<file path="config.mk">
export PLATFORM = sky130hd
export DESIGN_NAME = lps_sequencer
export DESIGN_NICKNAME = d
export VERILOG_FILES = /design/src/rtl/lps_pkg.sv /design/src/rtl/lps_sequencer.sv
export VERILOG_INCLUDE_DIRS = /design/src /design/src/rtl
export SDC_FILE = /design/constraint.sdc
export NUM_CORES = 1
export LEC_CHECK = 0
export ABC_CLOCK_PERIOD_IN_PS = 2600
export BUFFER_PORTS_ARGS = -buffer_cell sky130_fd_sc_hd__buf_4
export CORE_MARGIN = 3
export CORE_UTILIZATION = 55
export CTS_BUF_LIST = sky130_fd_sc_hd__clkbuf_8 sky130_fd_sc_hd__clkbuf_16
export CTS_CLUSTER_DIAMETER = 50
export DETAILED_ROUTE_END_ITERATION = 10
export PLACE_DENSITY_LB_ADDON = 0.05
export SLEW_MARGIN = 20
export SYNTH_ARGS = -nofsm -noshare
export SYNTH_HDL_FRONTEND = slang
export SYNTH_SLANG_ARGS = --single-unit
export TNS_END_PERCENT = 100
</file>
<file path="constraint.sdc">
create_clock -name sys_clk -period 2.6 [get_ports sys_clk]
set_clock_uncertainty 0.15 [all_clocks]
set_input_delay 0.52 -clock sys_clk [delete_from_list [all_inputs] [get_ports sys_clk]]
set_output_delay 0.52 -clock sys_clk [all_outputs]
set_load 0.005 [all_outputs]
</file>
<file path="src/rtl/lps_consts.svh">
`ifndef LPS_CONSTS_SVH
`define LPS_CONSTS_SVH
// Clock period in ns (125 MHz)
`define LPS_CLK_NS           8
// Protection intervals in us, all plain defaults
`define LPS_OVC_STOP_US      50
`define LPS_SURGE_TIMEOUT_US 100
`define LPS_BRN_QUAL_US      50
`define LPS_OPT_QUAL_US      100
`define LPS_DIS_QUAL_US      20
`define LPS_REC_US           1000
`define LPS_SOFT_START_US    200
// Cycle counts: least times round up
`define LPS_US2CYC(us)       ((((us) * 1000) + `LPS_CLK_NS - 1) / `LPS_CLK_NS)
`define LPS_OVC_STOP_CYC     `LPS_US2CYC(`LPS_OVC_STOP_US)
`define LPS_SURGE_TO_CYC     `LPS_US2CYC(`LPS_SURGE_TIMEOUT_US)
`define LPS_BRN_QUAL_CYC     `LPS_US2CYC(`LPS_BRN_QUAL_US)
`define LPS_OPT_QUAL_CYC     `LPS_US2CYC(`LPS_OPT_QUAL_US)
`define LPS_DIS_QUAL_CYC     `LPS_US2CYC(`LPS_DIS_QUAL_US)
`define LPS_REC_CYC          `LPS_US2CYC(`LPS_REC_US)
`define LPS_SS_CYC           `LPS_US2CYC(`LPS_SOFT_START_US)
`endif

</file>
<file path="src/rtl/lps_pkg.sv">
package lps_pkg;
  // Operating state, Gray along soft->active->stop->surge->lowc path
  typedef enum logic [2:0] {
    LPS_S_SOFT  = 3'h0,
    LPS_S_ACT   = 3'h1,
    LPS_S_STOP  = 3'h3,
    LPS_S_SURGE = 3'h2,
    LPS_S_LOWC  = 3'h6
  } lps_state_t;
  // Why low consumption was entered
  typedef enum logic [1:0] {
    LPS_LC_TIMED = 2'h0,
    LPS_LC_SURGE = 2'h1,
    LPS_LC_CTRL  = 2'h2
  } lps_lc_cause_t;
  // Fault detector outputs
  typedef struct packed {
    logic overcurrent;
    logic surge_high;
    logic surge_safe;
    logic brownout;
    logic opto_fault;
    logic out_overvolt;
    logic ctrl_low;
    logic ctrl_high;
  } lps_faults_t;
  // Sequencer outputs
  typedef struct packed {
    logic gate_enable;
    logic hv_startup_on;
    logic ss_discharge;
    logic fb_extra_sink;
    logic soft_start_run;
  } lps_ctrl_t;
endpackage : lps_pkg

</file>
<file path="src/rtl/lps_sequencer.sv">
`timescale 1ns/1ns
`include "lps_consts.svh"
// Summary of operation
// - Overcurrent: gate off, stop timed interval
// - Surge above threshold halts switching immediately
// - Short surge: resume directly, no startup
// - Long surge: low consumption until safe
// - After long surge, full startup procedure
// - Qualified brownout: stop recovery time, restart
// - Brownout checked only active, masked soft-start
// - Qualified optocoupler fault: enter low consumption
// - Timer measures fault, restarts after recovery
// - Optocoupler check active only, masked soft-start
// - Output overvoltage drives extra feedback sink while active
// - Control low: low consumption; release: soft-start
// - Qualified control high: low consumption, auto-restart
// - Low consumption entry resets soft-start
// - Startup source on only in low consumption
module lps_sequencer
  import lps_pkg::*;
#(
  parameter int unsigned TW        = 20,
  parameter int unsigned OVC_CYC   = `LPS_OVC_STOP_CYC,
  parameter int unsigned SURGE_CYC = `LPS_SURGE_TO_CYC,
  parameter int unsigned BRN_CYC   = `LPS_BRN_QUAL_CYC,
  parameter int unsigned OPT_CYC   = `LPS_OPT_QUAL_CYC,
  parameter int unsigned DIS_CYC   = `LPS_DIS_QUAL_CYC,
  parameter int unsigned REC_CYC   = `LPS_REC_CYC,
  parameter int unsigned SS_CYC    = `LPS_SS_CYC
) (
  input  wire logic        sys_clk,
  input  wire logic        resetn,
  input  wire lps_faults_t faults,
  output lps_ctrl_t        ctrl,
  output lps_state_t       state
);

  ////////////////////////////////////////////////////////////////////////////
  // Reset release synchroniser
  logic rst_meta_q;   // First stage, read only by second
  logic rst_sync_q;   // Released reset, active low: 1 once released
  always_ff @(posedge sys_clk or negedge resetn) begin
    if (!resetn) begin
      rst_meta_q <= 1'b0;
      rst_sync_q <= 1'b0;
    end else begin
      rst_meta_q <= 1'b1;
      rst_sync_q <= rst_meta_q;
    end
  end
  wire logic rstn_i = rst_sync_q;  // Internal reset, active low

  ////////////////////////////////////////////////////////////////////////////
  // Operating state, declared early: the counters below decode it
  lps_state_t    state_q, state_d;   // Operating state

  ////////////////////////////////////////////////////////////////////////////
  // Fault qualification counters (auto_restart_timer side)
  // Each counter saturates at its limit, so a long fault cannot wrap
  // round and drop a trip that is already pending.
  logic [TW-1:0] brn_cnt_q, brn_cnt_d;  // Brownout duration
  logic [TW-1:0] opt_cnt_q, opt_cnt_d;  // Optocoupler fault duration
  logic [TW-1:0] dis_cnt_q, dis_cnt_d;  // High disable duration
  logic          brn_trip, opt_trip, dis_trip;

  // Counters run only where the check is live
  always_comb begin
    brn_cnt_d = '0;
    opt_cnt_d = '0;
    dis_cnt_d = '0;
    if (state_q == LPS_S_ACT && faults.brownout) begin
      brn_cnt_d = (brn_cnt_q == TW'(BRN_CYC)) ? brn_cnt_q : brn_cnt_q + TW'(1);
    end
    if (state_q == LPS_S_ACT && faults.opto_fault) begin
      opt_cnt_d = (opt_cnt_q == TW'(OPT_CYC)) ? opt_cnt_q : opt_cnt_q + TW'(1);
    end
    // Hazard: disable qualified in any running state, not only active
    if (state_q != LPS_S_LOWC && faults.ctrl_high) begin
      dis_cnt_d = (dis_cnt_q == TW'(DIS_CYC)) ? dis_cnt_q : dis_cnt_q + TW'(1);
    end
  end
  // Trip once held for the full qualify time
  assign brn_trip = (brn_cnt_q == TW'(BRN_CYC));
  assign opt_trip = (opt_cnt_q == TW'(OPT_CYC));
  assign dis_trip = (dis_cnt_q == TW'(DIS_CYC));

  // Register qualification counters
  always_ff @(posedge sys_clk or negedge rstn_i) begin
    if (!rstn_i) begin
      brn_cnt_q <= '0;
      opt_cnt_q <= '0;
      dis_cnt_q <= '0;
    end else begin
      brn_cnt_q <= brn_cnt_d;
      opt_cnt_q <= opt_cnt_d;
      dis_cnt_q <= dis_cnt_d;
    end
  end

  ////////////////////////////////////////////////////////////////////////////
  // Main sequencer and interval timer
  // One timer serves every interval; only one interval can be live at a
  // time, which saves three counters at the cost of reloading on entry.
  lps_lc_cause_t cause_q, cause_d;   // Reason for low consumption
  logic [TW-1:0] tmr_q, tmr_d;       // Shared interval timer
  logic          tmr_done;           // Current interval expired
  lps_ctrl_t     ctrl_q, ctrl_d;     // Registered outputs

  assign tmr_done = (tmr_q == '0);

  // Next state: low consumption requests checked first
  always_comb begin
    state_d = state_q;
    cause_d = cause_q;
    tmr_d   = tmr_done ? tmr_q : tmr_q - TW'(1);
    if (state_q != LPS_S_LOWC && faults.ctrl_low) begin
      state_d = LPS_S_LOWC;
      cause_d = LPS_LC_CTRL;
      tmr_d   = '0;
    end else if (state_q != LPS_S_LOWC && (dis_trip || opt_trip)) begin
      state_d = LPS_S_LOWC;
      cause_d = LPS_LC_TIMED;
      tmr_d   = TW'(REC_CYC);
    end else begin
      unique case (state_q)
        LPS_S_SOFT: begin
          // Soft-start ends into active switching
          if (faults.surge_high) begin
            state_d = LPS_S_SURGE;
            tmr_d   = TW'(SURGE_CYC);
          end else if (faults.overcurrent) begin
            state_d = LPS_S_STOP;
            tmr_d   = TW'(OVC_CYC);
          end else if (tmr_done) begin
            state_d = LPS_S_ACT;
          end
        end
        LPS_S_ACT: begin
          // Surge first, then overcurrent, then brownout
          if (faults.surge_high) begin
            state_d = LPS_S_SURGE;
            tmr_d   = TW'(SURGE_CYC);
          end else if (faults.overcurrent) begin
            state_d = LPS_S_STOP;
            tmr_d   = TW'(OVC_CYC);
          end else if (brn_trip) begin
            state_d = LPS_S_STOP;
            tmr_d   = TW'(REC_CYC);
          end
        end
        LPS_S_STOP: begin
          // Timed stop resumes switching directly
          if (faults.surge_high) begin
            state_d = LPS_S_SURGE;
            tmr_d   = TW'(SURGE_CYC);
          end else if (tmr_done) begin
            state_d = LPS_S_ACT;
          end
        end
        LPS_S_SURGE: begin
          // Short surge resumes, long one parks
          if (!faults.surge_high) begin
            state_d = LPS_S_ACT;
          end else if (tmr_done) begin
            state_d = LPS_S_LOWC;
            cause_d = LPS_LC_SURGE;
          end
        end
        LPS_S_LOWC: begin
          // Leave once the entering cause has gone, or for timed causes once the recovery time has run out
          // A held control-low pin keeps every cause parked, so the block
          // never bounces through soft-start for a single cycle.
          unique case (cause_q)
            LPS_LC_CTRL: if (!faults.ctrl_low) begin
              state_d = LPS_S_SOFT;
              tmr_d   = TW'(SS_CYC);
            end
            LPS_LC_SURGE: if (faults.surge_safe && !faults.ctrl_low) begin
              state_d = LPS_S_SOFT;
              tmr_d   = TW'(SS_CYC);
            end
            default: if (tmr_done && !faults.ctrl_low) begin
              state_d = LPS_S_SOFT;
              tmr_d   = TW'(SS_CYC);
            end
          endcase
        end
        default: begin
          // Illegal code: park safely with the gate off
          state_d = LPS_S_LOWC;
          cause_d = LPS_LC_TIMED;
          tmr_d   = TW'(REC_CYC);
        end
      endcase
    end
  end

  // Outputs decoded from the next state so they leave flops
  always_comb begin
    ctrl_d.gate_enable    = (state_d == LPS_S_ACT) || (state_d == LPS_S_SOFT);
    ctrl_d.hv_startup_on  = (state_d == LPS_S_LOWC);
    ctrl_d.ss_discharge   = (state_d == LPS_S_LOWC);
    ctrl_d.soft_start_run = (state_d == LPS_S_SOFT);
    // Extra sink only driven in active switching, not in soft-start
    ctrl_d.fb_extra_sink  = faults.out_overvolt && (state_d == LPS_S_ACT);
  end

  // Register sequencer state; reset parks in low consumption
  always_ff @(posedge sys_clk or negedge rstn_i) begin
    if (!rstn_i) begin
      state_q <= LPS_S_LOWC;
      cause_q <= LPS_LC_TIMED;
      tmr_q   <= '0;
      ctrl_q  <= '{gate_enable: 1'b0, hv_startup_on: 1'b1, ss_discharge: 1'b1,
                   fb_extra_sink: 1'b0, soft_start_run: 1'b0};
    end else begin
      state_q <= state_d;
      cause_q <= cause_d;
      tmr_q   <= tmr_d;
      ctrl_q  <= ctrl_d;
    end
  end

  assign ctrl  = ctrl_q;
  assign state = state_q;

endmodule : lps_sequencer

</file>
==> results.yml <==
status:
  outcome: "finished clean"
timing:
  hold_viol_final: 0
  fin_tns_setup_ps: 0
  rsz0062_at_grt: "false"
  finalCriticalPeriod_ps: 2424
  period_share_pct: 93.22
  drv_slew: 0
  worst_pin_slew_ps: 651.0
  max_slew_margin_pct: 56.50
  finalSetupViolCount: 0
  holdWs_ps: 96.05
  max_clock_freq_mhz: 412.6
clock_tree:
  cts_tree: "done"
  clk_path_buf_depth: 2
  cts_inserted_buffers: 9
  clock_sinks: 91
  h-tree-depth: 3
  cts.clk_slew.worst_paths_ps: 100
  clk_latency_ps: 370
  cts_root_buffer: "clkbuf_8"
critical_path:
  cp_data_arrival_time_ps: 2580
  timing.rr.end: "ctrl[0]"
  path_delay_family: "simple AND/OR/NAND/NOR gates"
  r2r_cells: 6
  crit_fanout: 12
  crit_chain: "or4_4 > nor2_8 > nand2_4 > o311a_1 > or3b_4 > nor2_2"
  max_stage_delay_ps: 620
  required_ps: 2760
  critical_path_class: "flop to flop"
  critPathLaunchType: "flop"
  reg2reg_slack_ps: 180
  endpoint_kind: "flop"
  critPathLaunch: "tmr_q[7]"
  crit_buf_inv: 0
  slowest_stage: "or4_4"
  worstReg2RegStart: "tmr_q[7]"
pwr:
  leakage_uw: 0.002363
  swShare_pct: 40.46
  p_clk_share_pct: 19.7
  p_switching_uw: 1881
  pwr-share-seq_pct: 39.1
  total_power_uw: 4648
  p_int_uw: 2768
  power_density_mw_per_mm2: 822.3
  vdd_drop_max_mv: 0.3279
  power_frac_comb_pct: 41.2
synthesis:
  syn_nets: 569
  syn-instance-count: 549
  syn_area_per_cell_um2: 9.314
  ys_warn_count: 0
  yosys-top-cells-area: "dfrtp_1, nor2_1, xor2_1"
  yosysSeqAreaShare_pct: 44.60
  async_flop_share_pct: 100.0
  netlist_area_mm2: 0.005114
  synth_flop_cell: "dfrtp_1"
  ys_types: 66
  yosys.area.top_type_share_pct: 43.06
  synth_top_cell_by_area: "dfrtp_1"
  synth-edff-count: 0
  ys_ff_latch: 91
final_layout:
  nNetsFinal: 598
  syn_to_final_growth_pct: 10.55
  antennaDiodeCount: 0
  drive_above_1_share_pct: 12.69
  final_cell_mix: "nor2_1, dfrtp_1, nand2_1, xor2_1, nand3_1"
route:
  drtAntennaViolNets: 0
  vias_per_cell: 5.933
  drt-total-wl_mm: 11.35
  drt_iter0_drc: 202
  drc: 0
  dr.pass1.iters: 5
  num_vias: 4100
  wl_per_cell_um: 16.42
global_route:
  grt_max_degree: 64
  gr-total-overflow: 0
  grt_pass1_vias: 3986
  grt_use_total_pct: 23.09
  grt_pass1_wl_mm: 19.21
  antenna_found_initial: 0
die:
  fp.coreArea_mm2: 0.008891
  die_h_um: 102.4
  die_width_um: 102.4
  floorplan.die_area_mm2: 0.01049
  initial_core_util_pct: 57.51
  num_rows: 34
  pin_count: 18
place:
  gp_congestion: 0.9254
  dp.final_hpwl_mm: 8.273
  port_buffers: 17
min_path:
  hp-class: "flop to async pin"
flow_run:
  cap_violations: 0
state kept, by name (all words and copies together) (netlist names):
| register | flops |
|---|---|
| dis_cnt_q | 20 |
| cause_q | 2 |
| ctrl | 4 |
| rst_sync_q | 1 |
| rst_meta_q | 1 |
| tmr_q | 20 |
| brn_cnt_q | 20 |
| state | 3 |
| opt_cnt_q | 20 |
area by class of cell:
cell class	count	area (um^2)
Clock buffer	10	137.6
Clock inverter	6	46.29
Fill cell	771	3238
Inverter	19	71.32
Multi-Input combinational cell	423	2708
Sequential cell	91	2285
Tap cell	108	135.1
Timing Repair Buffer	34	270.3
logic make-up after synthesis:
family,synth area share [%]
XOR/XNOR,10.45
other,0.07333
multiplexers,0.3915
AND/OR/NAND/NOR,29.14
buffers and inverters,3.034
AO/OA/AOI/OAI,9.861
flip-flops,44.60
adder cells (fa/ha/maj),2.447
cells in the mapped netlist (2+ instances only):
cell / count
a211o_1: 2
a211oi_1: 3
a21oi_1: 19
a22o_1: 2
a311o_1: 2
a31oi_1: 7
a32oi_1: 2
and2_1: 6
and3_1: 11
and4_1: 5
clkbuf_1: 12
dfrtp_1: 88
dfstp_2: 3
ha_1: 10
inv_1: 19
mux2i_1: 2
nand2_1: 38
nand2b_1: 6
nand3_1: 34
nand3b_1: 4
nand4_1: 14
nor2_1: 87
nor2_2: 2
nor3_1: 21
nor3_2: 2
nor3b_1: 3
nor4_1: 8
nor4_4: 2
nor4b_1: 4
nor4bb_1: 3
o21ai_0: 15
o21ai_1: 5
o221ai_1: 2
o311a_1: 2
o31a_1: 3
o31ai_1: 3
or2_2: 2
or3_1: 6
or4_1: 3
or4_4: 2
xnor2_1: 25
xor2_1: 36
stage by stage:
stage | instances | util [%] | worst slack, ps | area, um^2
after floorplan | 549 | - | 360.5 | 5115
after global placement | 671 | 60.81 | 101.4 | 5406
after detailed placement | 671 | 60.81 | 17.11 | 5406
after CTS | 688 | 63.07 | 98.38 | 5608
after global routing | 691 | 63.58 | 63.83 | 5653
final | 691 | 63.58 | 176.3 | 5653
metal layers:
layer / vias to the layer above / track usage, % / part of all wire [%]
li1: 1999 / - / -
met1: 1959 / 32.23 / 47
met2: 121 / 35.40 / 45
met3: 21 / 5.256 / 6.1
met4: 0 / 8.174 / 1.7
met5: - / 0 / 0
worst max path at each step:
stage | to | cells after the start
finish | ctrl[0] | 6
global route | ctrl[0] | 9
CTS | tmr_q[16] | 8
detailed placement | tmr_q[17] | 8
global placement | tmr_q[19] | 8
floorplan | tmr_q[18] | 8
power by group through the flow:
stage	clock network, uW	logic (uW)	registers [uW]
after floorplan	0	1440	1780
after global placement	0	1830	1830
after detailed placement	0	1870	1830
after CTS	940	1880	1810
after global routing	999	2120	1840
final	914	1910	1820
timing repair:
action / 4_1_cts / 5_1_grt
setup endpoints to repair: 5 / 20
buffers inserted: 0 / 3
resized for setup: 1 / 3
endpoints found under the hold margin: 2 / 0
pin swaps: 0 / 1
hold buffers: 1 / 0
No activity file was read; power rests on OpenSTA's default activity.
